==> src/shared/spcfg_pkg.sv <==
// package: constants, types and helpers of the serial port config select
package spcfg_pkg;

  // clock and timing
  localparam int unsigned MCLK_HZ = 20_000_000;
  localparam int unsigned SETTLE_NS = 10_000;
  localparam int unsigned SETTLE_CYC =
    (SETTLE_NS * (MCLK_HZ / 1_000_000) + 999) / 1000;

  // switch field layout
  localparam int unsigned SW_W = 8;
  localparam int unsigned ADDR_W = 6;
  localparam int unsigned RATE_W = 2;
  localparam int unsigned ADDR_LSB = 0;
  localparam int unsigned RATE_LSB = 6;

  // bit-rate setting codes
  localparam logic [1:0] RATE_NV = 2'h0;
  localparam logic [1:0] RATE_9K6 = 2'h1;
  localparam logic [1:0] RATE_38K4 = 2'h2;
  localparam logic [1:0] RATE_115K2 = 2'h3;

  // line rates in bits per second and clock divisors
  localparam int unsigned BAUD_9K6 = 9_600;
  localparam int unsigned BAUD_38K4 = 38_400;
  localparam int unsigned BAUD_115K2 = 115_200;
  localparam int unsigned DIV_W = 16;
  localparam logic [15:0] DIV_9K6 = 16'(MCLK_HZ / BAUD_9K6);
  localparam logic [15:0] DIV_38K4 = 16'(MCLK_HZ / BAUD_38K4);
  localparam logic [15:0] DIV_115K2 = 16'(MCLK_HZ / BAUD_115K2);

  // apb register map, byte addresses
  localparam int unsigned PADDR_W = 12;
  localparam logic [11:0] OFS_STATUS = 12'h000;
  localparam logic [11:0] OFS_NV_ADDR = 12'h004;
  localparam logic [11:0] OFS_NV_RATE = 12'h008;
  localparam logic [11:0] OFS_RS232_DIV = 12'h00c;
  localparam logic [11:0] OFS_EFFECT = 12'h010;

  // status register fields
  localparam int unsigned ST_MODE_BIT = 0;
  localparam int unsigned ST_READY_BIT = 1;
  localparam int unsigned ST_ADDRNV_BIT = 2;
  localparam int unsigned ST_RATENV_BIT = 3;
  localparam int unsigned ST_SWADDR_LSB = 8;
  localparam int unsigned ST_SWRATE_LSB = 16;

  // effective register fields
  localparam int unsigned EF_ADDR_LSB = 0;
  localparam int unsigned EF_RATE_LSB = 8;
  localparam int unsigned EF_DIV_LSB = 16;

  // reset values
  localparam logic [5:0] NV_ADDR_RST = 6'h00;
  localparam logic [1:0] NV_RATE_RST = 2'h1;
  localparam logic [15:0] RS232_DIV_RST = DIV_9K6;

  // effective port configuration
  typedef struct packed {
    logic mode485;
    logic [5:0] nodeAddr;
    logic [1:0] rateCode;
    logic [15:0] baudDiv;
  } spcfg_cfg_t;

  // capture sequencer
  typedef enum logic [1:0] {
    ST_SETTLE = 2'b01,
    ST_RUN = 2'b10
  } spcfg_state_t;

  // divisor of a bit-rate code; a zero code falls back to the slowest rate
  function automatic logic [15:0] spcfg_rate_div(input logic [1:0] code);
    logic [15:0] div;
    div = DIV_9K6;
    case (code)
      RATE_38K4: div = DIV_38K4;
      RATE_115K2: div = DIV_115K2;
      default: div = DIV_9K6;
    endcase
    return div;
  endfunction

endpackage

==> src/rtl/spcfg_sync.sv <==
// two-flop synchroniser for pin inputs
module spcfg_sync #(
  parameter int unsigned W = 1
) (
  input wire logic mclk,
  input wire logic rstn,
  input wire logic [W-1:0] din,
  output logic [W-1:0] dout
);

  logic [W-1:0] meta_q;
  logic [W-1:0] sync_q;

  // first stage feeds only the second
  always_ff @(posedge mclk) begin
    if (!rstn) begin
      meta_q <= '0;
      sync_q <= '0;
    end else begin
      meta_q <= din;
      sync_q <= meta_q;
    end
  end

  assign dout = sync_q;

endmodule

==> src/rtl/spcfg_pick.sv <==
// picks a switch field or its stored fallback when the field is zero
module spcfg_pick #(
  parameter int unsigned W = 6
) (
  input wire logic [W-1:0] swField,
  input wire logic [W-1:0] nvField,
  output logic [W-1:0] value,
  output logic fromNv
);

  // zero on the switches selects the stored value
  assign fromNv = (swField == '0);
  assign value = fromNv ? nvField : swField;

endmodule

==> src/rtl/spcfg_top.sv <==
// serial port config select: mode, node address and bit rate
//
// Decided for this implementation: the APB slave port and the placing of the registers.
module spcfg_top
  import spcfg_pkg::*;
#(
  parameter int unsigned SETTLE_CYCLES = SETTLE_CYC
) (
  input wire logic mclk,
  input wire logic rstn,
  input wire logic selectPin,
  input wire logic [7:0] switchPins,
  input wire logic serialRxLine,
  input wire logic serialRxPos,
  input wire logic txData,
  input wire logic [11:0] paddr,
  input wire logic psel,
  input wire logic penable,
  input wire logic pwrite,
  input wire logic [31:0] pwdata,
  input wire logic [3:0] pstrb,
  output logic [31:0] prdata,
  output logic pready,
  output logic pslverr,
  output spcfg_cfg_t portCfg,
  output logic cfgValid,
  output logic serialTxLine,
  output logic serialTxPos,
  output logic rxData
);

  localparam int unsigned CNT_W = $clog2(SETTLE_CYCLES + 1);
  localparam logic [CNT_W-1:0] CNT_LAST = CNT_W'(SETTLE_CYCLES - 1);

  // refuse settings the logic cannot serve
  generate
    if (SETTLE_CYCLES < 3) begin : g_bad_settle
      $error("SETTLE_CYCLES must cover the synchroniser latency");
    end
    if (ADDR_W + RATE_W != SW_W) begin : g_bad_fields
      $error("address and rate fields must fill the switch bank");
    end
  endgenerate

  // synchronised pins
  logic selSync;
  logic [7:0] swSync;
  logic rxNegSync;
  logic rxPosSync;

  // capture sequencer and held switch samples
  spcfg_state_t state_q;
  spcfg_state_t state_d;
  logic [CNT_W-1:0] settleCnt_q;
  logic [CNT_W-1:0] settleCnt_d;
  logic mode485_q;
  logic [5:0] swAddr_q;
  logic [1:0] swRate_q;

  // software registers
  logic [5:0] nvAddr_q;
  logic [5:0] nvAddr_d;
  logic [1:0] nvRate_q;
  logic [1:0] nvRate_d;
  logic [15:0] rs232Div_q;
  logic [15:0] rs232Div_d;

  // bus answer registers
  logic [31:0] prdata_q;
  logic [31:0] prdata_d;
  logic pready_q;
  logic pready_d;
  logic pslverr_q;
  logic pslverr_d;

  // output registers
  spcfg_cfg_t cfg_q;
  spcfg_cfg_t cfg_d;
  logic cfgValid_q;
  logic txLine_q;
  logic txLine_d;
  logic txPos_q;
  logic txPos_d;
  logic rxData_q;
  logic rxData_d;

  // select, switch and receive pins cross two flip-flops before use
  spcfg_sync #(
    .W(SW_W + 3)
  ) u_pin_sync (
    .mclk(mclk),
    .rstn(rstn),
    .din({selectPin, switchPins, serialRxLine, serialRxPos}),
    .dout({selSync, swSync, rxNegSync, rxPosSync})
  );

  // switch fields, switch 1 and switch 7 as the low bits
  logic [5:0] swAddrField;
  logic [1:0] swRateField;
  assign swAddrField = swSync[ADDR_LSB +: ADDR_W];
  assign swRateField = swSync[RATE_LSB +: RATE_W];

  // settle count then a single capture
  logic captureNow;
  assign captureNow = (state_q == ST_SETTLE) && (settleCnt_q == CNT_LAST);

  always_comb begin
    state_d = state_q;
    settleCnt_d = settleCnt_q;
    case (state_q)
      ST_SETTLE: begin
        settleCnt_d = settleCnt_q + 1'b1;
        if (captureNow) begin
          state_d = ST_RUN;
        end
      end
      ST_RUN: begin
        settleCnt_d = settleCnt_q;
      end
      default: begin
        state_d = ST_SETTLE;
        settleCnt_d = '0;
      end
    endcase
  end

  always_ff @(posedge mclk) begin
    if (!rstn) begin
      state_q <= ST_SETTLE;
      settleCnt_q <= '0;
    end else begin
      state_q <= state_d;
      settleCnt_q <= settleCnt_d;
    end
  end

  // held samples: taken once, kept until the next reset
  always_ff @(posedge mclk) begin
    if (!rstn) begin
      mode485_q <= 1'b0;
      swAddr_q <= '0;
      swRate_q <= '0;
    end else if (captureNow) begin
      mode485_q <= ~selSync;
      swAddr_q <= swAddrField;
      swRate_q <= swRateField;
    end
  end

  // zero fields fall back to stored values, each on its own
  logic [5:0] pickAddr;
  logic [1:0] pickRate;
  logic addrFromNv;
  logic rateFromNv;

  spcfg_pick #(
    .W(ADDR_W)
  ) u_pick_addr (
    .swField(swAddr_q),
    .nvField(nvAddr_q),
    .value(pickAddr),
    .fromNv(addrFromNv)
  );

  spcfg_pick #(
    .W(RATE_W)
  ) u_pick_rate (
    .swField(swRate_q),
    .nvField(nvRate_q),
    .value(pickRate),
    .fromNv(rateFromNv)
  );

  // effective configuration; RS-232 ignores the switch fields
  logic isReady;
  logic [15:0] rs485Div;
  assign isReady = (state_q == ST_RUN);
  assign rs485Div = spcfg_rate_div(pickRate);

  always_comb begin
    cfg_d = cfg_q;
    if (isReady) begin
      cfg_d.mode485 = mode485_q;
      cfg_d.nodeAddr = mode485_q ? pickAddr : '0;
      cfg_d.rateCode = mode485_q ? pickRate : RATE_NV;
      cfg_d.baudDiv = mode485_q ? rs485Div : rs232Div_q;
    end
  end

  // line steering: RS-485 sends on the inverted leg plus the true leg and receives on the true leg only
  assign txLine_d = !isReady ? 1'b1 : (mode485_q ? ~txData : txData);
  assign txPos_d = (isReady && mode485_q) ? txData : 1'b0;
  assign rxData_d = !isReady ? 1'b1 : (mode485_q ? rxPosSync : rxNegSync);

  always_ff @(posedge mclk) begin
    if (!rstn) begin
      cfg_q <= '0;
      cfgValid_q <= 1'b0;
      txLine_q <= 1'b1;
      txPos_q <= 1'b0;
      rxData_q <= 1'b1;
    end else begin
      cfg_q <= cfg_d;
      cfgValid_q <= isReady;
      txLine_q <= txLine_d;
      txPos_q <= txPos_d;
      rxData_q <= rxData_d;
    end
  end

  // apb decode
  logic setupPhase;
  logic accessDone;
  logic hitStatus;
  logic hitNvAddr;
  logic hitNvRate;
  logic hitDiv;
  logic hitEffect;
  logic hitAny;
  logic [31:0] byteMask;
  assign setupPhase = psel && !penable;
  assign accessDone = psel && penable && pready_q;
  assign hitStatus = (paddr == OFS_STATUS);
  assign hitNvAddr = (paddr == OFS_NV_ADDR);
  assign hitNvRate = (paddr == OFS_NV_RATE);
  assign hitDiv = (paddr == OFS_RS232_DIV);
  assign hitEffect = (paddr == OFS_EFFECT);
  assign hitAny = hitStatus | hitNvAddr | hitNvRate | hitDiv | hitEffect;
  assign byteMask = {{8{pstrb[3]}}, {8{pstrb[2]}},
                     {8{pstrb[1]}}, {8{pstrb[0]}}};

  // read views
  logic [31:0] statusWord;
  logic [31:0] effectWord;
  logic [31:0] readWord;
  always_comb begin
    statusWord = '0;
    statusWord[ST_MODE_BIT] = mode485_q;
    statusWord[ST_READY_BIT] = isReady;
    statusWord[ST_ADDRNV_BIT] = addrFromNv;
    statusWord[ST_RATENV_BIT] = rateFromNv;
    statusWord[ST_SWADDR_LSB +: ADDR_W] = swAddr_q;
    statusWord[ST_SWRATE_LSB +: RATE_W] = swRate_q;
    effectWord = '0;
    effectWord[EF_ADDR_LSB +: ADDR_W] = cfg_q.nodeAddr;
    effectWord[EF_RATE_LSB +: RATE_W] = cfg_q.rateCode;
    effectWord[EF_DIV_LSB +: DIV_W] = cfg_q.baudDiv;
  end

  assign readWord = hitStatus ? statusWord :
                    hitNvAddr ? {26'h0000000, nvAddr_q} :
                    hitNvRate ? {30'h00000000, nvRate_q} :
                    hitDiv ? {16'h0000, rs232Div_q} :
                    hitEffect ? effectWord : 32'h00000000;

  // answer prepared in setup, shown through the access phase
  always_comb begin
    prdata_d = prdata_q;
    pready_d = pready_q;
    pslverr_d = pslverr_q;
    if (setupPhase) begin
      prdata_d = pwrite ? 32'h00000000 : readWord;
      pready_d = 1'b1;
      pslverr_d = ~hitAny;
    end else if (accessDone) begin
      prdata_d = 32'h00000000;
      pready_d = 1'b0;
      pslverr_d = 1'b0;
    end
  end

  // writes land only at the completing edge, per byte lane
  logic doWrite;
  logic [31:0] mergedAddr;
  logic [31:0] mergedRate;
  logic [31:0] mergedDiv;
  assign doWrite = accessDone && pwrite;
  assign mergedAddr = (pwdata & byteMask) |
                      ({26'h0000000, nvAddr_q} & ~byteMask);
  assign mergedRate = (pwdata & byteMask) |
                      ({30'h00000000, nvRate_q} & ~byteMask);
  assign mergedDiv = (pwdata & byteMask) |
                     ({16'h0000, rs232Div_q} & ~byteMask);
  assign nvAddr_d = (doWrite && hitNvAddr) ? mergedAddr[5:0] : nvAddr_q;
  assign nvRate_d = (doWrite && hitNvRate) ? mergedRate[1:0] : nvRate_q;
  assign rs232Div_d = (doWrite && hitDiv) ? mergedDiv[15:0] : rs232Div_q;

  always_ff @(posedge mclk) begin
    if (!rstn) begin
      prdata_q <= '0;
      pready_q <= 1'b0;
      pslverr_q <= 1'b0;
    end else begin
      prdata_q <= prdata_d;
      pready_q <= pready_d;
      pslverr_q <= pslverr_d;
    end
  end

  // stored fallback values and RS-232 divisor
  always_ff @(posedge mclk) begin
    if (!rstn) begin
      nvAddr_q <= NV_ADDR_RST;
      nvRate_q <= NV_RATE_RST;
      rs232Div_q <= RS232_DIV_RST;
    end else begin
      nvAddr_q <= nvAddr_d;
      nvRate_q <= nvRate_d;
      rs232Div_q <= rs232Div_d;
    end
  end

  // ports straight from flip-flops
  assign prdata = prdata_q;
  assign pready = pready_q;
  assign pslverr = pslverr_q;
  assign portCfg = cfg_q;
  assign cfgValid = cfgValid_q;
  assign serialTxLine = txLine_q;
  assign serialTxPos = txPos_q;
  assign rxData = rxData_q;

endmodule

==> config.mk <==
export PLATFORM = sky130hd
export DESIGN_NAME = spcfg_top
export DESIGN_NICKNAME = d
export VERILOG_FILES = /design/src/shared/spcfg_pkg.sv /design/src/rtl/spcfg_sync.sv /design/src/rtl/spcfg_pick.sv /design/src/rtl/spcfg_top.sv
export SDC_FILE = /design/constraint.sdc
export NUM_CORES = 1
export LEC_CHECK = 0
export BUFFER_PORTS_ARGS = -buffer_cell sky130_fd_sc_hd__buf_2
export CORE_MARGIN = 2
export CORE_UTILIZATION = 45
export CTS_BUF_LIST = sky130_fd_sc_hd__clkbuf_8
export CTS_CLUSTER_DIAMETER = 60
export DETAILED_ROUTE_END_ITERATION = 10
export PLACE_DENSITY_LB_ADDON = 0.05
export SKIP_CTS_REPAIR_TIMING = 1
export SLEW_MARGIN = 30
export SYNTH_ARGS = -nofsm -noshare
export SYNTH_HDL_FRONTEND = slang
export SYNTH_SLANG_ARGS = --single-unit
==> constraint.sdc <==
create_clock -name mclk -period 2.7 [get_ports mclk]
set_input_delay 0.81 -clock mclk [delete_from_list [all_inputs] [get_ports mclk]]
set_output_delay 0.81 -clock mclk [all_outputs]
set_load 0.01 [all_outputs]
Yosys cells after proc, flatten, opt, wreduce, memory -nomap -nowiden
Cells that the tools add are included.
{"block": "totals", "ram_bits": 0, "reg_bits": 128, "rom_bits": 0, "latchBits": 0, "elab_cells": 87, "n_memories": 0}
{"block": "op_classes", "muxes": 22, "magnitude_cmp": 0, "n_reduce_logical": 17, "n_mul": 0, "bitwise": 16, "eq_ne": 10, "div": 0, "n_shift": 0, "add_sub_neg": 1}
{"cell": "32-bit two-way mux", "n": 8}
{"cell": "16-bit bitwise AND", "n": 2}
{"cell": "12-bit by 4-bit == test with 1-bit output, second input constant", "n": 2}
{"cell": "12-bit case mux with 2 select lines", "n": 1}
{"cell": "16-bit two-way mux", "n": 1}
{"cell": "16-bit NOT", "n": 1}
{"cell": "16-bit bitwise OR", "n": 1}
{"cell": "8-bit case mux with 2 select lines", "n": 1}
{"cell": "12-bit by 3-bit == test with 1-bit output, second input constant", "n": 1}
{"cell": "12-bit by 5-bit == test with 1-bit output, second input constant", "n": 1}
{"cell": "12-bit logical NOT", "n": 1}
{"cell": "6-bit two-way mux", "n": 2}
{"cell": "1-bit logical AND", "n": 9}
{"cell": "8-bit by 1-bit adder with 8-bit output, second input constant", "n": 1}
{"cell": "8-bit == test, second input constant", "n": 1}
{"cell": "6-bit bitwise AND", "n": 1}
{"cell": "2-bit == test, second input constant", "n": 3}
{"cell": "6-bit logical NOT", "n": 1}
{"cell": "2-bit two-way mux", "n": 3}
{"cell": "6-bit bitwise OR", "n": 1}
{"cell": "2-bit AND reduction", "n": 3}
{"cell": "1-bit two-way mux", "n": 5}
{"cell": "1-bit NOT", "n": 4}
{"cell": "1-bit bitwise OR", "n": 4}
{"cell": "8 further kinds", "n": 8}

Longest topological paths before layout
{"block": "depth", "word_depth": 8, "ltp_mapped": 6}

Cells and area by module
Synthesis repeated with hierarchy kept, for this count alone.
{"block": "hier_totals", "cells_unflattened": 539, "hier_area_um2": 5066.1}
{"mod": "spcfg_top", "cells_per_inst": 477, "instances": 1, "seq_area_each_um2": 2122.0, "area_each_um2": 4330.4}
{"mod": "spcfg_sync", "cells_per_inst": 46, "instances": 1, "seq_area_each_um2": 440.4, "area_each_um2": 620.6}
{"mod": "spcfg_pick (u_pick_addr)", "cells_per_inst": 11, "instances": 1, "seq_area_each_um2": 0.0, "area_each_um2": 91.3}
{"mod": "spcfg_pick (u_pick_rate)", "cells_per_inst": 5, "instances": 1, "seq_area_each_um2": 0.0, "area_each_um2": 23.8}

Worst setup path after synthesis
OpenSTA, ideal clock, no wires.
{"block": "synth_path", "kind": "input -> register", "from": "in paddr[11]", "to": "reg prdata_q[25] (netlist: prdata[25])", "setup_ns": 0.065, "t_required_ns": 2.635, "path_stages": 6, "path_slack_ns": 0.388, "path_buffers": 2, "arrival_ns": 2.247, "cell_sequence": "or4_4 -> buf_6 -> nor4_4 -> buf_6 -> a32oi_1 -> nor2b_1"}
{"block": "synth_between", "elab_chain_cells": 8, "elab_cells_between_ends": 12, "classes_between": "4 x eq/ne; 7 x mux; 1 x reduce/logical"}
{"item": "from (decl)", "line_no": "spcfg_top.sv:16", "text": "input wire logic [11:0] paddr,"}
{"item": "12-bit by 5-bit == test with 1-bit output", "line_no": "spcfg_top.sv:227", "text": "assign hitEffect = (paddr == OFS_EFFECT);"}
{"item": "32-bit two-way mux", "line_no": "spcfg_top.sv:254", "text": "hitEffect ? effectWord : 32'h00000000;"}
{"item": "32-bit two-way mux", "line_no": "spcfg_top.sv:253", "text": "hitDiv ? {16'h0000, rs232Div_q} :"}
{"item": "32-bit two-way mux", "line_no": "spcfg_top.sv:252", "text": "hitNvRate ? {30'h00000000, nvRate_q} :"}
{"item": "32-bit two-way mux", "line_no": "spcfg_top.sv:251", "text": "hitNvAddr ? {26'h0000000, nvAddr_q} :"}
{"item": "32-bit two-way mux *", "line_no": "spcfg_top.sv:250", "text": "assign readWord = hitStatus ? statusWord :"}
{"item": "32-bit two-way mux *", "line_no": "spcfg_top.sv:262", "text": "prdata_d = pwrite ? 32'h00000000 : readWord;"}
{"item": "32-bit two-way mux *", "line_no": "spcfg_top.sv:261", "text": "if (setupPhase) begin"}
{"item": "to (signal assigned)", "line_no": "spcfg_top.sv:294", "text": "prdata_q <= prdata_d;"}
{"item": "to (decl)", "line_no": "spcfg_top.sv:69", "text": "logic [31:0] prdata_q;"}
Every way passes the cells marked *; elsewhere a longest branch is shown, timed or not.
A chain may end at the register's enable or synchronous reset.

Final worst setup path
{"block": "layout_path", "from": "in paddr[4]", "to": "reg prdata_q[12] (netlist: prdata[12])"}
{"block": "layout_between", "elab_chain_cells": 7, "elab_cells_between_ends": 10, "classes_between": "3 x eq/ne; 6 x mux; 1 x reduce/logical"}
{"item": "12-bit by 4-bit == test with 1-bit output", "line_no": "spcfg_top.sv:226", "text": "assign hitDiv = (paddr == OFS_RS232_DIV);"}
{"item": "32-bit two-way mux", "line_no": "spcfg_top.sv:253"}
{"item": "32-bit two-way mux", "line_no": "spcfg_top.sv:252"}
{"item": "32-bit two-way mux", "line_no": "spcfg_top.sv:251"}
{"item": "32-bit two-way mux *", "line_no": "spcfg_top.sv:250"}
{"item": "32-bit two-way mux *", "line_no": "spcfg_top.sv:262"}
{"item": "32-bit two-way mux *", "line_no": "spcfg_top.sv:261"}
Marked as above.

==> summary.txt <==
Outcome
  – Outcome: finished clean

Routing
  – Vias after detailed routing: 4462
  – DR vias/cell: 5.455
  – Antenna-violating nets left: 0
  – DR pass1 iterations: 4
  – Initial drt markers: 250
  – WL final: 13740 um
  – Wire per inst: 16.80 um
  – Drc violations: 0

Logic synthesis
  – Yosys cell types: 60
  – Mux contribution to synthesized area: 4.240%
  – Share of the synthesized area in the top cell type: 49.05%
  – Syn nets: 620
  – Syn Area/Cell: 9.429 um^2
  – Largest cells by area after synthesis: dfxtp_1, nand2_1, nor2b_1
  – Yosys Warn Count: 0
  – Post-Syn Instances: 554
  – Seq cells post-synth: 128
  – Prevailing post-synth register cell: dfxtp_1
  – Synth area leader: dfxtp_1
  – Compound-cell area share of the yosys netlist: 18.63%
  – Post-synthesis xor/xnor area fraction: 0.5030%
  – Synth Area in Adders: 0.2395%
  – Register area share after synthesis: 49.05%
  – Simple-Gate Fraction of Synth Area: 23.88%
  – Most common cell in the synthesized netlist: dfxtp_1
  – Mapped Area: 5224 um^2
  – Synth top cells by count: dfxtp_1, nand2_1, o21ai_0
  – Largest family of logic cells by synthesized area: simple AND/OR/NAND/NOR gates
  – Post-synth EDFFs: 0
  – Synth async-reset ratio: 0%

GRT
  – Vias in the first global route: 4187
  – Met3 usage: 5.280%
  – Grt met1 use: 32.39%
  – Global route hottest layer: met2
  – Initial antenna violation count: 0
  – GR Overflow Total: 0
  – Total track usage: 22.43%
  – First-pass GRT wire length: 22170 um
  – Pin count of the biggest net entering global routing: 112
  – Global routing met2 resource utilization: 33.90%

Die
  – Core area: 11370 um^2
  – Initial Util: 45.94%
  – DIE AREA: 12490 um^2
  – Num rows: 39
  – Die X-Extent: 111.7 um
  – Die H: 111.7 um
  – I/O Pins: 128

Clocking
  – TritonCTS Sinks: 128
  – CTS Buf Count: 17
  – CTS root buf: clkbuf_8
  – Worst-path clk slew: 0.07 ns
  – Bufs on Longest Clock Path: 2
  – Clock latency at the later pin of the worst-skew pair: 0.43 ns
  – CTS tree: yes
  – H-tree depth: 4

Setup path
  – R2R Setup Slk: 0.82 ns
  – CP Launch Type: input pin
  – FF-to-FF End: portCfg[22]$_SDFFE_PN0P_
  – Required @ worst endpoint: 3.05 ns
  – R2R depth: 4
  – Reg2Reg Launch Point: swAddr_q[5]$_SDFFE_PN0P_
  – CP arrival: 2.53 ns
  – Max Fanout on Critical Path: 21
  – Critical Path Sink Type: flip-flop
  – Worst setup path class: input pin to flip-flop

Timing
  – Slew Limit Fails: 0
  – Setup WS post-layout: 0.5177 ns
  – Fmax achieved: 458.2 MHz
  – Clk_skew: 0.007253 ns
  – Final setup viols: 0
  – Worst slew margin: 55.74%
  – Final Hold Vio Count: 0
  – RSZ-0062 raised after global routing: no
  – Slew @ Worst Pin: 0.6589 ns
  – Fin crit share: 80.83%
  – Fin crit period: 2.182 ns
  – Final setup TNS: 0 ns

Power
  – Worst VDD drop: 377.6 uV
  – Combinational share of power: 4.6%
  – Power Total: 0.003835 W
  – Static leakage: 2.565 nW
  – Clk network pwr share: 45.4%
  – Power per cell area: 602.6 nW/um^2
  – Seq pwr share: 50.0%
  – Int Pwr: 0.002997 W
  – Switch share: 21.86%
  – NetSw: 0.0008382 W

Flow run
  – Max-cap viol count: 0

Layout
  – Diode count: 0
  – Area Overhead vs Synth: 21.82%
  – Share of cells above drive strength 1: 24.89%
  – Final nets: 728

Min path
  – Hold depth: 1
  – Min-Delay Startpoint: u_pin_sync.meta_q[0]$_SDFF_PN0_
  – Worst Hold End: u_pin_sync.dout[0]$_SDFF_PN0_
  – Hold crit path type: flip-flop to flip-flop

Place
  – Pre-CTS setup slack: 0.1154 ns
  – GP Congestion: 0.8759
  – HPWL Detailed: 9625 um
  – Port bufs: 109
[worst max-delay path, cell delays in order]
cell and delay [ns]:
buf_2 0.13, or4_1 0.75, nor4_4 0.28, buf_4 0.28, a22oi_1 0.11, o21ai_0 0.16
[cells in the final DEF, fill, tap and decap left out, types with 4 or more instances in the layout]
master,Yosys,final
a21oi_1,13,13
buf_4,1,15
nand2_1,61,61
nor3_1,8,8
nand2b_1,10,10
a21boi_1,9,9
nor2b_1,34,34
and2_1,31,31
nor2_1,12,12
o21ai_0,42,42
a22o_1,6,6
nor4_4,4,4
buf_2,6,109
inv_1,4,8
mux2i_1,21,21
a32oi_1,21,21
dfxtp_1,128,128
bufinv_16,0,4
a21boi_0,14,14
a22oi_1,6,6
nand3_1,24,24
o21ai_1,5,5
clkbuf_8,0,18
nand3b_1,9,9
o31ai_1,5,5
[power by group through the flow]
stage               combinational [W]  sequential [W]  clock (W)
floorplan                    0.000103         0.00196          0
CTS                          0.000176         0.00192    0.00178
detailed placement           0.000175         0.00196          0
global route                 0.000194         0.00192    0.00188
global placement             0.000173         0.00196          0
finish                       0.000176         0.00192    0.00174
[worst max-delay path by stage]
stage / start / end / slack (ns) / cells past startpoint
finish: paddr[4] / prdata[12]$_SDFFE_PN0P_ / 0.52 / 6
global route: paddr[4] / prdata[12]$_SDFFE_PN0P_ / 0.48 / 6
CTS: paddr[4] / prdata[12]$_SDFFE_PN0P_ / 0.57 / 6
detailed placement: paddr[4] / prdata[12]$_SDFFE_PN0P_ / 0.12 / 6
global placement: paddr[4] / prdata[12]$_SDFFE_PN0P_ / 0.13 / 6
floorplan: paddr[11] / prdata[25]$_SDFFE_PN0P_ / 0.39 / 6
[metal layers]
layer,up-vias,share of wire [%]
met1,2119,49
met3,13,5.9
li1,2201,-
met4,0,1.0
met2,129,44
met5,-,0
[metrics by stage]
step	hold slack, ns	util (%)	area, um^2	instances
3_3_place_gp	0.4144	52.25	5941	786
4_1_cts	0.4344	55.97	6364	818
5_1_grt	0.4466	55.97	6364	818
2_1_floorplan	0.4119	-	5224	554
6_report	0.4336	55.97	6364	818
3_5_place_dp	0.4169	52.25	5941	786
[cells by family (layout without fill, tap and decap cells)]
family / count (synthesis) / after routing
AOI/OAI and AO/OA: 142 / 142
xor gates and xnor gates: 3 / 3
DFF: 128 / 128
muxes: 22 / 22
buffers and inverters: 41 / 162
adders and majority gates: 1 / 1
and+or+nand+nor: 217 / 217
[layout make-up]
class	instances	area, um^2
Inverter	4	15.01
Fill cell	1055	5006
Multi-Input combinational cell	385	2486
Timing Repair Buffer	126	698.2
Sequential cell	128	2562
Clock buffer	18	247.7
Clock inverter	14	175.2
Tap cell	143	178.9
(Power assumes the default switching activity.)
